===== src/include/rev_cfg.svh =====
/*
 * constants of the regulator enable and voltage register bank.
 * assumes one 125 mhz system clock and a byte-wide register port.
 */
`ifndef REV_CFG_SVH
`define REV_CFG_SVH

// ----------------------------------------------------------------
// register offsets
// ----------------------------------------------------------------
`define REV_OFS_BUCK_VOUT   8'h07
`define REV_OFS_LRA_CTRL    8'h08
`define REV_OFS_LRB_CTRL    8'h09
`define REV_OFS_LRA_VOUT    8'h0a
`define REV_OFS_LRB_VOUT    8'h0b

// ----------------------------------------------------------------
// reset values
// ----------------------------------------------------------------
`define REV_RST_BUCK_VOUT   8'h59
`define REV_RST_LR_CTRL     8'h07
`define REV_RST_LR_VOUT     8'h19

// ----------------------------------------------------------------
// voltage code bands, in millivolts
// ----------------------------------------------------------------
`define REV_BUCK_LOW_CODE   12'h014
`define REV_BUCK_MID_CODE   12'h018
`define REV_BUCK_HIGH_CODE  12'h09e
`define REV_BUCK_LOW_MV     12'h2bc
`define REV_BUCK_MID_MV     12'h2df
`define REV_BUCK_HIGH_MV    12'h58c
`define REV_BUCK_LOW_STEP   12'h00a
`define REV_BUCK_MID_STEP   12'h005
`define REV_BUCK_HIGH_STEP  12'h014
`define REV_LR_BASE_MV      12'h320
`define REV_LR_STEP_MV      12'h064
`define REV_LR_MAX_CODE     5'h19

// ----------------------------------------------------------------
// timing
// ----------------------------------------------------------------
`define REV_CLK_MHZ         125
`define REV_DELAY_STEP_US   500

`endif


===== src/include/rev_pkg.sv =====
/*
 * types of the regulator enable and voltage register bank.
 * assumes nothing beyond the config header.
 */
package rev_pkg;

   // ----------------------------------------------------------------
   // linear regulator control byte
   // ----------------------------------------------------------------
   typedef struct packed {
      logic [4:0] rsvd;
      logic       discharge;
      logic       pin_sel;
      logic       enable;
   } rev_ctrl_type;

   // ----------------------------------------------------------------
   // pin sequencing states
   // ----------------------------------------------------------------
   typedef enum logic [1:0] {
      SEQ_OFF,
      SEQ_RISE,
      SEQ_ON,
      SEQ_FALL
   } rev_seq_type;

endpackage : rev_pkg


===== src/logic/rev_regs.sv =====
/*
 * register bank for the second buck voltage code and two linear regulators:
 * storage, readback, voltage decode, pin-gated enables with delays, discharge.
 * assumes reg port and enable pin are synchronous to clk_sys; delay codes
 * come from the sequencing registers outside this bank.
 */
// Functional notes
// - buck codes 0x14-0x17 give 0.70-0.73 V in 10 mV; lower codes reserved
// - buck codes 0x18-0x9D give 0.735-1.4 V in 5 mV steps
// - buck codes 0x9E-0xFF give 1.42-3.36 V in 20 mV steps
// - buck voltage byte is read/write and resets to 0x59
// - linear regulator code 0 is 0.8 V, plus 100 mV per step to 0x19
// - linear regulator voltage bytes reset to 0x19, upper bits zero
// - control bit 0 enables the regulator, resets to one
// - control bit 1 adds the enable pin to the enable bit, resets to one
// - control bit 2 applies discharge while the regulator is off
// - pin rising edge starts regulator after startup delay, 0.5 ms per code
// - pin falling edge stops regulator after shutdown delay
`include "rev_cfg.svh"

module rev_regs #(
   parameter int STEP_CYCLES = `REV_DELAY_STEP_US * `REV_CLK_MHZ
) (
   input  wire logic        clk_sys,
   input  wire logic        sys_rst,
   input  wire logic [7:0]  reg_addr,
   input  wire logic [7:0]  reg_wdata,
   input  wire logic        reg_wr,
   output logic      [7:0]  reg_rdata,
   input  wire logic        en_pin,
   input  wire logic [3:0]  lr_start_code [2],
   input  wire logic [3:0]  lr_stop_code  [2],
   output logic      [11:0] second_buck_target_mv,
   output logic      [11:0] linreg_target_mv [2],
   output logic      [1:0]  linreg_enable,
   output logic      [1:0]  linreg_discharge
);

   if (STEP_CYCLES < 1 || STEP_CYCLES > 1000000) begin : g_bad_step
      $error("STEP_CYCLES out of range");
   end

   // ----------------------------------------------------------------
   // decode helpers
   // ----------------------------------------------------------------
   function automatic logic [11:0] buck_mv(input logic [7:0] code);
      logic [11:0] c;
      c = {4'h0, code};
      if (c < `REV_BUCK_LOW_CODE) begin
         buck_mv = `REV_BUCK_LOW_MV;
      end else if (c < `REV_BUCK_MID_CODE) begin
         buck_mv = `REV_BUCK_LOW_MV + `REV_BUCK_LOW_STEP * (c - `REV_BUCK_LOW_CODE);
      end else if (c < `REV_BUCK_HIGH_CODE) begin
         buck_mv = `REV_BUCK_MID_MV + `REV_BUCK_MID_STEP * (c - `REV_BUCK_MID_CODE);
      end else begin
         buck_mv = `REV_BUCK_HIGH_MV + `REV_BUCK_HIGH_STEP * (c - `REV_BUCK_HIGH_CODE);
      end
   endfunction : buck_mv

   function automatic logic [11:0] lr_mv(input logic [4:0] code);
      logic [4:0] c;
      c = (code > `REV_LR_MAX_CODE) ? `REV_LR_MAX_CODE : code;
      lr_mv = `REV_LR_BASE_MV + `REV_LR_STEP_MV * {7'h00, c};
   endfunction : lr_mv

   function automatic logic hit(input logic [7:0] a, input logic [7:0] ofs);
      hit = (a == ofs);
   endfunction : hit

   // ----------------------------------------------------------------
   // register storage
   // ----------------------------------------------------------------
   logic [7:0]          buck_q;
   rev_pkg::rev_ctrl_type ctrl_q [2];
   logic [7:0]          vout_q [2];
   logic [7:0]          rdata_d;
   logic                first_q;
   wire  [7:0]          ctrl_ofs [2] = '{`REV_OFS_LRA_CTRL, `REV_OFS_LRB_CTRL};
   wire  [7:0]          vout_ofs [2] = '{`REV_OFS_LRA_VOUT, `REV_OFS_LRB_VOUT};

   always_ff @(posedge clk_sys or posedge sys_rst) begin
      if (sys_rst) begin
         buck_q  <= `REV_RST_BUCK_VOUT;
         first_q <= 1'b0;
      end else begin
         first_q <= 1'b1;
         if (reg_wr && hit(reg_addr, `REV_OFS_BUCK_VOUT)) begin
            buck_q <= reg_wdata;
         end
      end
   end

   assign rdata_d = hit(reg_addr, `REV_OFS_BUCK_VOUT) ? buck_q :
                    hit(reg_addr, ctrl_ofs[0])        ? ctrl_q[0] :
                    hit(reg_addr, ctrl_ofs[1])        ? ctrl_q[1] :
                    hit(reg_addr, vout_ofs[0])        ? vout_q[0] :
                    hit(reg_addr, vout_ofs[1])        ? vout_q[1] : 8'h00;

   always_ff @(posedge clk_sys or posedge sys_rst) begin
      if (sys_rst) begin
         reg_rdata             <= 8'h00;
         second_buck_target_mv <= 12'h000;
      end else begin
         reg_rdata             <= rdata_d;
         second_buck_target_mv <= buck_mv(buck_q);
      end
   end

   a_buck_write: assert property (@(posedge clk_sys) disable iff (sys_rst)
      reg_wr && reg_addr == `REV_OFS_BUCK_VOUT |=> buck_q == $past(reg_wdata))
      else $error("buck code write lost");
   a_reset_vals: assert property (@(posedge clk_sys) disable iff (sys_rst)
      !first_q |-> buck_q == 8'h59 && vout_q[0] == 8'h19 && vout_q[1] == 8'h19
                   && ctrl_q[0] == 8'h07 && ctrl_q[1] == 8'h07)
      else $error("reset values wrong");
   a_read_back: assert property (@(posedge clk_sys) disable iff (sys_rst)
      !reg_wr && reg_addr == `REV_OFS_BUCK_VOUT |=> reg_rdata == $past(buck_q))
      else $error("buck code readback wrong");
   a_buck_low: assert property (@(posedge clk_sys) disable iff (sys_rst)
      buck_q >= 8'h14 && buck_q <= 8'h17
      |=> second_buck_target_mv == 12'd700 + 12'd10 * (12'($past(buck_q)) - 12'd20))
      else $error("buck low band decode wrong");
   a_buck_mid: assert property (@(posedge clk_sys) disable iff (sys_rst)
      buck_q >= 8'h18 && buck_q <= 8'h9d
      |=> second_buck_target_mv == 12'd735 + 12'd5 * (12'($past(buck_q)) - 12'd24))
      else $error("buck mid band decode wrong");
   a_buck_high: assert property (@(posedge clk_sys) disable iff (sys_rst)
      buck_q >= 8'h9e |=> second_buck_target_mv
      == 12'd1420 + 12'd20 * (12'($past(buck_q)) - 12'd158))
      else $error("buck high band decode wrong");

   // ----------------------------------------------------------------
   // linear regulators
   // ----------------------------------------------------------------
   genvar g;
   generate
      for (g = 0; g < 2; g++) begin : gen_lr
         rev_pkg::rev_seq_type seq_q;
         rev_pkg::rev_seq_type seq_d;
         logic [23:0]          cnt_q;
         logic [23:0]          cnt_d;
         wire  [23:0]          start_cyc = 24'(lr_start_code[g]) * 24'(STEP_CYCLES);
         wire  [23:0]          stop_cyc  = 24'(lr_stop_code[g]) * 24'(STEP_CYCLES);
         wire                  pin_ok    = (seq_q == rev_pkg::SEQ_ON) ||
                                           (seq_q == rev_pkg::SEQ_FALL);
         wire                  eff_en    = ctrl_q[g].enable &&
                                           (!ctrl_q[g].pin_sel || pin_ok);

         always_comb begin
            seq_d = seq_q;
            cnt_d = cnt_q;
            case (seq_q)
               rev_pkg::SEQ_OFF: begin
                  if (en_pin) begin
                     cnt_d = start_cyc;
                     seq_d = (start_cyc == 24'h0) ? rev_pkg::SEQ_ON : rev_pkg::SEQ_RISE;
                  end
               end
               rev_pkg::SEQ_RISE: begin
                  if (!en_pin) begin
                     seq_d = rev_pkg::SEQ_OFF;
                  end else if (cnt_q <= 24'h1) begin
                     seq_d = rev_pkg::SEQ_ON;
                  end else begin
                     cnt_d = cnt_q - 24'h1;
                  end
               end
               rev_pkg::SEQ_ON: begin
                  if (!en_pin) begin
                     cnt_d = stop_cyc;
                     seq_d = (stop_cyc == 24'h0) ? rev_pkg::SEQ_OFF : rev_pkg::SEQ_FALL;
                  end
               end
               rev_pkg::SEQ_FALL: begin
                  if (en_pin) begin
                     seq_d = rev_pkg::SEQ_ON;
                  end else if (cnt_q <= 24'h1) begin
                     seq_d = rev_pkg::SEQ_OFF;
                  end else begin
                     cnt_d = cnt_q - 24'h1;
                  end
               end
               default: seq_d = rev_pkg::SEQ_OFF;
            endcase
         end

         always_ff @(posedge clk_sys or posedge sys_rst) begin
            if (sys_rst) begin
               ctrl_q[g]              <= `REV_RST_LR_CTRL;
               vout_q[g]              <= `REV_RST_LR_VOUT;
               seq_q                  <= rev_pkg::SEQ_OFF;
               cnt_q                  <= 24'h0;
               linreg_target_mv[g]    <= 12'h000;
               linreg_enable[g]       <= 1'b0;
               linreg_discharge[g]    <= 1'b0;
            end else begin
               if (reg_wr && hit(reg_addr, ctrl_ofs[g])) begin
                  ctrl_q[g] <= reg_wdata;
               end
               if (reg_wr && hit(reg_addr, vout_ofs[g])) begin
                  vout_q[g] <= reg_wdata;
               end
               seq_q               <= seq_d;
               cnt_q               <= cnt_d;
               linreg_target_mv[g] <= lr_mv(vout_q[g][4:0]);
               linreg_enable[g]    <= eff_en;
               linreg_discharge[g] <= ctrl_q[g].discharge && !eff_en;
            end
         end

         a_lr_decode: assert property (@(posedge clk_sys) disable iff (sys_rst)
            vout_q[g][4:0] <= 5'h19 |=> linreg_target_mv[g]
            == 12'd800 + 12'd100 * 12'($past(vout_q[g][4:0])))
            else $error("linear regulator decode wrong");
         a_bit_only: assert property (@(posedge clk_sys) disable iff (sys_rst)
            !ctrl_q[g].pin_sel |=> linreg_enable[g] == $past(ctrl_q[g].enable))
            else $error("enable bit alone not obeyed");
         a_pin_gates: assert property (@(posedge clk_sys) disable iff (sys_rst)
            ctrl_q[g].pin_sel && seq_q == rev_pkg::SEQ_OFF |=> !linreg_enable[g])
            else $error("pin gate ignored");
         a_discharge_off: assert property (@(posedge clk_sys) disable iff (sys_rst)
            ##1 linreg_discharge[g] |-> !linreg_enable[g] && $past(ctrl_q[g].discharge))
            else $error("discharge while enabled");
         a_start_wait: assert property (@(posedge clk_sys) disable iff (sys_rst)
            seq_q == rev_pkg::SEQ_OFF && en_pin && lr_start_code[g] != 4'h0
            |=> seq_q == rev_pkg::SEQ_RISE ##1 seq_q != rev_pkg::SEQ_ON || STEP_CYCLES == 1)
            else $error("startup delay skipped");
         a_stop_wait: assert property (@(posedge clk_sys) disable iff (sys_rst)
            seq_q == rev_pkg::SEQ_ON && !en_pin && lr_stop_code[g] != 4'h0
            |=> seq_q == rev_pkg::SEQ_FALL)
            else $error("shutdown delay skipped");
      end
   endgenerate

endmodule : rev_regs


===== config.mk =====
export PLATFORM = sky130hd
export DESIGN_NAME = rev_regs
export DESIGN_NICKNAME = d
export VERILOG_FILES = /design/src/include/rev_pkg.sv /design/src/logic/rev_regs.sv
export VERILOG_INCLUDE_DIRS = /design/src /design/src/include
export SDC_FILE = /design/constraint.sdc
export NUM_CORES = 1
export LEC_CHECK = 0
export BUFFER_PORTS_ARGS = -buffer_cell sky130_fd_sc_hd__buf_2
export CAP_MARGIN = 40
export CORE_ASPECT_RATIO = 1.2
export CORE_MARGIN = 8
export CORE_UTILIZATION = 30
export CTS_CLUSTER_DIAMETER = 100
export DETAILED_ROUTE_END_ITERATION = 10
export GPL_TIMING_DRIVEN = 0
export PLACE_DENSITY = 0.48
export SLEW_MARGIN = 20
export SYNTH_ARGS = -nofsm -noshare
export SYNTH_HDL_FRONTEND = slang
export SYNTH_SLANG_ARGS = --single-unit
export TNS_END_PERCENT = 100

===== constraint.sdc =====
create_clock -name clk_sys -period 3.8 [get_ports clk_sys]
set_input_delay 0.19 -clock clk_sys [delete_from_list [all_inputs] [get_ports clk_sys]]
set_output_delay 0.19 -clock clk_sys [all_outputs]
set_load 0.01 [all_outputs]

==> results.txt, run 1 <==
Status - complete, no violations
CP Data Arrival Time - 3.81 ns
GRT overflow - 0
Slowest CP cell - dfstp_2
Slew Limit Fails - 0
Avg WL per Cell - 16.6 um
RePlAce Congestion - 0.840
Pwr dens - 483 nW/um2
Worst skew pair latency - 0.44 ns
IO Count - 84
Worst hold slack - 0.0788 ns
Max Clk Rate - 284 MHz
First-pass iteration count of the detailed router - 5
#FFs+latches synth - 136
FF+latch area - 3430 um2
TNS Setup - 0 ns
Root Buffer - clkbuf_16
CP Buf/Inv Count - 1
CP startpoint - buck_q[3]
Delay-heaviest family, CP - compound AO/OA/AOI/OAI gates
Slew of the pin with the lowest slew margin - 0.840 ns
Max-cap viol count - 0
Core area - 38500 um2
Non-Filler Instances - 1849
Post-DP HPWL - 23.8 mm
Top cells by area, synth - dfrtp_1 (26%), ha_1 (16%), fa_1 (5.1%)
Die X - 196 um
Slowest stage delay, CP - 0.55 ns
Main synth FF type - dfrtp_1
GRT Util Overall - 13.7%
Total wire length - 30.7 mm
Clk_skew - 0.0106 ns
Clk buf depth - 2
Initial antenna violation count - 0
H-tree depth - 4
Worst min path class - input port to register
Setup crit end - second_buck_target_mv[11]
Post-synth top area share - 25.7%
Seq/Total Area, Yosys - 29.3%
Die area - 45500 um2
Worst Reg-to-Reg Cells - 13
Worst-path cell chain - inv_1, ha_1, a21o_1, xnor2_1, ha_1, ha_1, a21o_1, a21o_1, xor2_2, o21ai_1, a32oi_1, xor2_1, o22ai_1
Post-synth EDFFs - 0
Worst Setup End Kind - register
Crit path launch type - register
Clock Sinks - 136
Area grow syn2layout - 15.0%
Final core utilization - 34.8%
Hold Fails Final Rpt - 0
Antenna-violating nets left - 0
Fillers - 4002
Final setup viols - 0
Gate Count Post-Synth - 1239
Reg2reg setup slack - 0.28 ns
CTS tree - built
R2r startpoint - buck_q[3]
Share of post-route cells with drive strength above 1 - 16.0%
Relative max-transition margin - 43.3%
Unrepaired setup endpoints after global routing - no
Setup CP Type - register to register
R2r endpoint - second_buck_target_mv[11]
Total number of vias - 9583
Fin crit share - 92.6%
Distinct cell type count after synthesis - 80
Total power - 6.48 mW
Cells after DPL - 1812
Clock-pin slew on the worst setup and hold paths - 0.07 ns
Vias in the first global route - 9754
Asr flop ratio synth - 100%
Tmin final - 3.52 ns
First-pass GRT wire length - 50.5 mm
Final #Nets - 1567
Port Buffers - 78
Diodes inserted - 0
Iter 0 DRT Violations - 306
Via-per-instance ratio - 5.18
Multi-input gate area - 7720 um2
Synth area leader - dfrtp_1
CP max FO - 7
Largest net degree at the start of global routing - 33
Height of the die - 232 um
Syn_area_per_cell - 9.42 um2
Initial core utilization - 30.3%
Yosys warnings - 0
CTS Buf Count - 17
Max VDD drop - 0.247 mV
Leak - 6.23 nW
Mapped cell area - 11700 um2
Critical Path Stages - 13
Num rows - 79
Worst endpoint required time - 4.09 ns
DRC viols - 0
## through the flow
step                      setup slack, ns  area (um2)
after CTS                          0.0508       13400
after global placement             -0.215       12700
after floorplan                     0.584       11700
after global routing              0.00816       13400
final                               0.281       13400
after detailed placement           -0.215       12800
## synthesized netlist by cell type (all sizes together) (6+ instances only)
master / number
ha: 151
dfrtp: 120
inv: 93
o21ai: 81
a21oi: 72
nor2: 69
nand2: 62
mux2: 51
xnor2: 49
xor2: 37
clkbuf: 33
nor3: 32
fa: 30
nand3: 27
a21o: 18
a22oi: 18
mux2i: 18
or3: 18
a211oi: 16
dfstp: 16
nand2b: 16
o22ai: 16
buf: 15
nor2b: 15
nor4: 14
nor3b: 8
o21a: 8
or4: 8
a31oi: 7
and2: 7
or2: 7
a22o: 6
nand4: 6
o21bai: 6
o31ai: 6
## per-layer routing
layer  part of all wire, %  up-vias  wire length [um]  GRT usage, %
met5                     0        -                 0             0
met4                   1.7        0               530          3.84
met3                   3.4       35              1050          2.73
met2                    50      168             15500          24.1
met1                    44     4671             13600          16.7
li1                      -     4709                 -             -
## area by class of cell
cell class                 instances  share of cell area (%)
clock inverter                    15                    1.18
clock buffer                      17                    3.17
tap                              486                    4.53
sequential                       136                    25.5
buffer                            47                    1.50
multi-input combinational        965                    57.5
inverter                          93                    2.63
timing repair buffer              90                    3.94
## flip-flops by register name, indices dropped and copies added (netlist names), 4 cells and up
| register | flops |
|---|---|
| linreg_target_mv | 20 |
| buck_q | 8 |
| second_buck_target_mv | 12 |
| reg_rdata | 8 |
| vout_q | 16 |
| gen_lr.seq_q | 4 |
| gen_lr.cnt_q | 48 |
| ctrl_q | 16 |
## how the worst min path moves through the flow
stage                     slack [ns]         start  cells past startpoint             endpoint
after floorplan                 0.34  reg_wdata[1]                      1            buck_q[1]
after global placement          0.48     ctrl_q[4]                      1            ctrl_q[4]
after detailed placement        0.25       sys_rst                      2  linreg_discharge[0]
after CTS                       0.04  reg_wdata[7]                      2            vout_q[7]
after global routing            0.05  reg_wdata[7]                      2            vout_q[7]
final                           0.08  reg_wdata[7]                      2            buck_q[7]
## cells by family (layout without fill, tap and decap cells)
group                    Yosys count  in the layout  synth area share, %
XOR/XNOR                          86             86                 6.45
other                              1              4               0.0321
buffers and inverters            141            262                 4.74
AO/OA/AOI/OAI                    319            319                 17.9
adder cells (fa/ha/maj)          181            181                 21.3
AND/OR/NAND/NOR                  305            305                 13.5
multiplexers                      70             70                 6.66
flip-flops                       136            136                 29.3
## power by group
| part | switching, mW | total [mW] | internal (mW) |
|---|---|---|---|
| Sequential | 0.301 | 2.05 | 1.75 |
| Combinational | 1.65 | 2.80 | 1.15 |
| Clock | 0.758 | 1.63 | 0.875 |
## worst reg2reg max path: cells and delay by family (launching register included)
family	cells	cell delay [ns]
fa+ha+maj	3	0.95
xor+xnor	3	0.59
flops	1	0.55
compound gates	6	1.22
buf+inv	1	0.07
## layout by cell type, fill, tap and decap left out, types with 8 or more instances in the layout
master       n
xnor2_1     49
inv_1       92
nor2b_1     15
dfstp_2     16
a21o_1      18
o22ai_1     16
a22oi_1     18
o21a_1       8
o21ai_0     76
ha_1       151
dfrtp_1    118
buf_2       87
nor4_1      14
fa_1        30
xor2_1      36
a211oi_1    16
mux2_2      51
buf_4        9
nand2b_1    16
nand3_1     27
nor3_1      30
nand2_1     62
nor3b_1      8
or3_1       18
mux2i_1     18
clkbuf_16   17
a21oi_1     71
clkbuf_1    31
nor2_1      69
## timing repair
item / 4_1_cts / 5_1_grt
pin swaps: 0 / 2
buffers inserted: 2 / 3
cloned: 0 / 0
gates resized for setup: 3 / 4
hold buffers: 1 / 0
endpoints found under the setup margin: 3 / 3
hold endpoints to repair: 14 / 0
No activity file was read; power rests on OpenSTA's default activity.
==> run 2, diff against run 1 <==
--- a/config.mk
+++ b/config.mk
@@ -14,7 +14,7 @@
 export CTS_CLUSTER_DIAMETER = 100
 export DETAILED_ROUTE_END_ITERATION = 10
 export GPL_TIMING_DRIVEN = 0
-export PLACE_DENSITY = 0.48
+export PLACE_DENSITY = 0.46
 export SLEW_MARGIN = 20
 export SYNTH_ARGS = -nofsm -noshare
 export SYNTH_HDL_FRONTEND = slang
==> constraint.sdc (replaced) <==
create_clock -name clk_sys -period 3.68 [get_ports clk_sys]
set_input_delay 0.184 -clock clk_sys [delete_from_list [all_inputs] [get_ports clk_sys]]
set_output_delay 0.184 -clock clk_sys [all_outputs]
set_load 0.01 [all_outputs]
==> results.txt, run 2 (same netlist as run 1, synthesis figures left out) <==
Status - complete, no violations
Fin crit share - 95.5% (+2.8 points)
Total wire length - 31.3 mm (+2.2%)
Port Buffers - 78 (unchanged)
First-pass GRT wire length - 51.8 mm (+2.5%)
Max Clk Rate - 285 MHz (+0.19%)
DRC viols - 0 (unchanged)
Leak - 6.24 nW (+0.12%)
Crit path launch type - register
WHS Endpoint - ctrl_q[7]
Worst-path cell chain - buf_4, ha_2, xnor2_2, ha_1, ha_1, ha_1, o21ai_0, o21ai_1, a21oi_1, o21a_1, o21ai_0, mux2i_1, o22ai_1
Reg2reg setup slack - 0.17 ns (-0.11 ns)
Top Registers - gen_lr.cnt_q x48, linreg_target_mv x20
Clock-pin slew on the worst setup and hold paths - 0.07 ns (about the same)
R2r startpoint - buck_q[3]
Slowest CP cell - dfstp_2
Relative max-transition margin - 43.8% (+0.45 points)
CTS tree - built
IO Count - 84 (unchanged)
Fillers - 4013 (+0.27%)
Pwr dens - 507 nW/um2 (+5.0%)
H-tree depth - 4 (unchanged)
Vias in the first global route - 9857 (+1.1%)
Iter 0 DRT Violations - 392 (+28%)
CP Buf/Inv Count - 1 (unchanged)
DP Worst Slack - -0.346 ns (-0.131 ns)
Final core utilization - 34.9% (+0.13 points)
PnR worst setup slack - 0.167 ns (-0.113 ns)
GRT Util Overall - 14.0% (+0.35 points)
GRT overflow - 0 (unchanged)
FF+latch area - 3430 um2 (unchanged)
Multi-input gate area - 7750 um2 (+0.49%)
CP Data Arrival Time - 3.81 ns (about the same)
Cell depth of the worst hold path - 2 (unchanged)
Share of post-route cells with drive strength above 1 - 16.5% (+0.54 points)
Delay-heaviest family, CP - adder cells
Crit-path most repeated cell - ha_1
Core area - 38500 um2 (unchanged)
Commonest non-fill, non-tap cell in the layout - ha_1
Worst Reg-to-Reg Cells - 13 (unchanged)
Initial antenna violation count - 0 (unchanged)
Hold Fails Final Rpt - 0 (unchanged)
DP Area - 12800 um2 (about the same)
Hold Crit Start - reg_wdata[7]
RePlAce Congestion - 0.818 (-2.7%)
Worst min path class - input port to register
Max VDD drop - 0.250 mV (+1.2%)
Final #Nets - 1565 (-0.13%)
Post-DP HPWL - 24.2 mm (+1.7%)
Die X - 196 um (unchanged)
Clock Sinks - 136 (unchanged)
Largest net degree at the start of global routing - 34 (+3.0%)
Antenna-violating nets left - 0 (unchanged)
Max reg flops - 48 (unchanged)
Slew Limit Fails - 0 (unchanged)
Worst Setup End Kind - register
Cells after DPL - 1812 (unchanged)
CP max FO - 6 (-1)
Root Buffer - clkbuf_16
Most frequent cells in the layout - ha_1 (149), dfrtp_1 (118), inv_1 (92)
Non-Filler Instances - 1848 (-0.054%)
First-pass iteration count of the detailed router - 4 (-1)
Via-per-instance ratio - 5.14 (-0.84%)
Height of the die - 232 um (unchanged)
Initial core utilization - 30.3% (unchanged)
Unrepaired setup endpoints after global routing - no
Avg WL per Cell - 17.0 um (+2.3%)
Slowest stage delay, CP - 0.56 ns (about the same)
Setup CP Type - register to register
Final Cell Area - 13500 um2 (+0.36%)
R2r endpoint - second_buck_target_mv[11]
Final setup viols - 0 (unchanged)
Worst endpoint required time - 3.97 ns (-0.12 ns)
Total power - 6.83 mW (+5.4%)
Worst skew pair latency - 0.44 ns (about the same)
Clk buf depth - 2 (unchanged)
Num rows - 79 (unchanged)
Area grow syn2layout - 15.4%
Die area - 45500 um2 (unchanged)
CTS Buf Count - 17 (unchanged)
Max-cap viol count - 0 (unchanged)
Slew of the pin with the lowest slew margin - 0.838 ns (-0.00210 ns)
Total number of vias - 9497 (-0.90%)
Clk_skew - 0.0120 ns (+0.00135 ns)
Register bank with the most flops - gen_lr.cnt_q
Tmin final - 3.51 ns (-0.00652 ns)
run 2: how the worst max path moves through the flow:
stage / from / endpoint / slack, ns / cells after the start
after global placement: buck_q[2] / second_buck_target_mv[11] / -0.38 / 13
after detailed placement: buck_q[2] / second_buck_target_mv[11] / -0.35 / 13
after global routing: buck_q[3] / second_buck_target_mv[10] / 0.01 / 12
final: buck_q[3] / second_buck_target_mv[11] / 0.17 / 13
after CTS: buck_q[3] / second_buck_target_mv[11] / 0.02 / 13
after floorplan: buck_q[6] / second_buck_target_mv[11] / 0.46 / 13
run 2: power by group:
part	switching (mW)	internal (mW)
logic	1.73	1.19
clock network	0.761	1.04
registers	0.305	1.81
run 2: metrics by stage:
stage               hold slack, ns  TNS (ns)
finish                      0.0536         0
global route                0.0453         0
CTS                         0.0257         0
detailed placement           0.224    -0.814
global placement             0.484    -0.862
floorplan                    0.335         0
run 2: cell type report:
| cell class | instances | share of cell area (%) |
|---|---|---|
| repair buffers | 88 | 3.83 |
| diodes | 1 | 0.0186 |
| clock inverters | 13 | 1.17 |
| multi-input cells | 965 | 57.6 |
| clock buffers | 19 | 3.29 |
| inverters | 93 | 2.62 |
| plain buffers | 47 | 1.52 |
| well taps | 486 | 4.52 |
| flip-flops and latches | 136 | 25.4 |
run 2: worst register-to-register path: cells and delay by family (launching register included):
kind / cells / cell delay (ns)
muxes: 1 / 0.24
adders and majority gates: 4 / 1.22
buffers and inverters: 1 / 0.15
xor gates and xnor gates: 1 / 0.16
AOI/OAI and AO/OA: 6 / 1.03
DFF: 1 / 0.56
run 2: what timing repair did:
action,4_1_cts,5_1_grt
pin swaps,0,2
setup buffers,3,0
gates resized for setup,5,16
hold buffers,1,0
hold endpoints to repair,11,0
endpoints found under the setup margin,4,3
run 2: routing by layer:
layer | GRT usage (%) | up-vias | routed length, um
li1 | - | 4706 | -
met1 | 17.5 | 4630 | 14200
met2 | 24.3 | 130 | 15600
met3 | 2.25 | 31 | 942
met4 | 4.79 | 0 | 540
met5 | 0 | - | 0
==> run 3, diff against run 2 <==
--- a/config.mk
+++ b/config.mk
@@ -15,6 +15,7 @@
 export DETAILED_ROUTE_END_ITERATION = 10
 export GPL_TIMING_DRIVEN = 0
 export PLACE_DENSITY = 0.46
+export REMOVE_ABC_BUFFERS = 1
 export SLEW_MARGIN = 20
 export SYNTH_ARGS = -nofsm -noshare
 export SYNTH_HDL_FRONTEND = slang
==> results.txt, run 3 (same netlist as run 1, synthesis figures left out) <==
Total wire length - 30.3 mm (-3.2%)
Total number of vias - 9349 (-1.6%)
Die area - 45500 um2 (unchanged)
GRT overflow - 0 (unchanged)
Cell depth of the worst hold path - 2 (unchanged)
GRT Util Overall - 13.5% (-0.55 points)
Root Buffer - clkbuf_16
Initial antenna violation count - 0 (unchanged)
Status - complete, no violations
DP Worst Slack - -0.175 ns (+0.171 ns)
P_sw - 2.71 mW (-3.0%)
Hold Crit Start - reg_wdata[7]
Clk_skew - 0.0135 ns (+0.00149 ns)
Hold Fails Final Rpt - 0 (unchanged)
Relative max-transition margin - 38.3% (-5.5 points)
Port Buffers - 79 (+1.3%)
Commonest non-fill, non-tap cell in the layout - ha_1
Flop pwr share - 32.6% (+1.7 points)
H-tree depth - 4 (unchanged)
CTS tree - built
Avg WL per Cell - 16.7 um (-1.5%)
Crit path launch type - register
Top Registers - gen_lr.cnt_q x48, linreg_target_mv x20
Height of the die - 232 um (unchanged)
Slew of the pin with the lowest slew margin - 0.914 ns (+0.0767 ns)
IO Count - 84 (unchanged)
Clk buf depth - 2 (unchanged)
CP Data Arrival Time - 3.81 ns (about the same)
Register bank with the most flops - gen_lr.cnt_q
Most frequent cells in the layout - ha_1 (150), dfrtp_1 (116), inv_1 (92)
Max VDD drop - 0.232 mV (-6.9%)
Area grow syn2layout - 14.8%
Max Clk Rate - 284 MHz (-0.40%)
Leak - 6.23 nW (-0.11%)
Worst Setup End Kind - register
Final core utilization - 34.7% (-0.19 points)
Total power - 6.74 mW (-1.3%)
Switching Share - 40.2% (-0.69 points)
Die X - 196 um (unchanged)
WHS Endpoint - ctrl_q[15]
R2r startpoint - buck_q[3]
Reg2reg setup slack - 0.15 ns (about the same)
Setup CP Type - register to register
Slew Limit Fails - 0 (unchanged)
Final #Nets - 1533 (-2.0%)
Fin crit share - 95.8% (+0.39 points)
Via-per-instance ratio - 5.15 (+0.23%)
First-pass iteration count of the detailed router - 4 (unchanged)
Num rows - 79 (unchanged)
Clock-pin slew on the worst setup and hold paths - 0.06 ns (about the same)
Tmin final - 3.53 ns (+0.0143 ns)
CP max FO - 7 (+1)
Max reg flops - 48 (unchanged)
Vias in the first global route - 9567 (-2.9%)
Worst Reg-to-Reg Cells - 13 (unchanged)
CTS Buf Count - 17 (unchanged)
First-pass GRT wire length - 50.0 mm (-3.4%)
Max-cap viol count - 0 (unchanged)
Diodes inserted - 0 (-1)
Post-DP HPWL - 22.9 mm (-5.7%)
RePlAce Congestion - 0.805 (-1.6%)
Clock Sinks - 136 (unchanged)
Non-Filler Instances - 1815 (-1.8%)
Cells after DPL - 1766 (-2.5%)
Internal power - 4.03 mW (-0.16%)
Iter 0 DRT Violations - 415 (+5.9%)
DRC viols - 0 (unchanged)
Final setup viols - 0 (unchanged)
Share of post-route cells with drive strength above 1 - 17.4% (+0.85 points)
Pwr dens - 504 nW/um2 (-0.77%)
R2r endpoint - second_buck_target_mv[11]
PnR worst setup slack - 0.153 ns (-0.0143 ns)
Largest net degree at the start of global routing - 70 (+110%)
Worst endpoint required time - 3.96 ns (about the same)
Combinational fraction of design power - 41.0% (-1.7 points)
Worst min path class - input port to register
Clock power frac - 26.4% (about the same)
Core area - 38500 um2 (unchanged)
Worst skew pair latency - 0.43 ns (about the same)
Initial core utilization - 30.3% (unchanged)
Antenna-violating nets left - 0 (unchanged)
==> run 3: cell types whose count changed in the layout (fill, tap and decap cells not counted), sizes merged <==
| cell | change |
|---|---|
| clkbuf | -31 |
| clkinvlp | +3 |
| clkinv | -1 |
| inv | -3 |
| diode | -1 |
==> run 3: routing by layer <==
layer / GRT usage [%] / part of all wire (%) / vias up
met5: 0 / 0 / -
met4: 4.55 / 2.0 / 0
met3: 1.91 / 2.5 / 32
met2: 24.2 / 51 / 118
met1: 16.3 / 45 / 4552
li1: - / - / 4647
==> run 3: what timing repair did <==
item,4_1_cts,5_1_grt
pin swaps,0,1
hold buffers,1,0
gates resized for setup,6,14
setup endpoints to repair,4,5
endpoints found under the hold margin,52,0
buffers inserted,6,9
==> run 3: per-stage QoR <==
stage          hold WS (ns)  area (um2)  setup TNS (ns)
4_1_cts              0.0556       13300               0
5_1_grt              0.0603       13400        -0.00646
3_5_place_dp          0.272       12600          -0.407
6_report             0.0781       13400               0
2_1_floorplan         0.293       11500          -14.04
3_3_place_gp          0.483       12500         -258.32
==> run 3: area by class of cell <==
cell class	count	area, um2
repair buffers	103	611
multi-input cells	965	7790
inverters	93	357
flip-flops and latches	136	3430
clock inverters	12	141
fillers	3997	25200
clock buffers	20	457
well taps	486	608
==> run 3: power groups by stage <==
stage	registers [mW]	logic (mW)	clock network [mW]
final	2.20	2.76	1.78
after global routing	2.26	3.11	1.90
after CTS	2.22	2.73	1.85
after detailed placement	2.24	2.70	0
after global placement	2.25	2.63	0
after floorplan	2.16	1.97	0
==> run 3: worst max-delay path by stage <==
stage               startpoint                        end  slack, ns  cells after the start
floorplan              sys_rst                  buck_q[1]      -0.12                      1
global placement       sys_rst   second_buck_target_mv[2]      -2.09                      2
detailed placement   buck_q[2]  second_buck_target_mv[11]      -0.17                     12
CTS                  buck_q[4]  second_buck_target_mv[11]     0.0003                     12
global route         buck_q[3]  second_buck_target_mv[11]     -0.006                     13
finish               buck_q[3]  second_buck_target_mv[11]       0.15                     13
==> run 3: worst max-delay path, stage by stage (launching register included) <==
cell and delay [ns]:
dfstp_2 0.57, inv_1 0.09, ha_1 0.28, a21o_2 0.30, xnor2_2 0.16, ha_1 0.31
ha_1 0.35, a21o_1 0.18, a21o_1 0.22, a211oi_1 0.24, a31oi_1 0.09, a32oi_1 0.24
xor2_1 0.22, o22ai_2 0.13
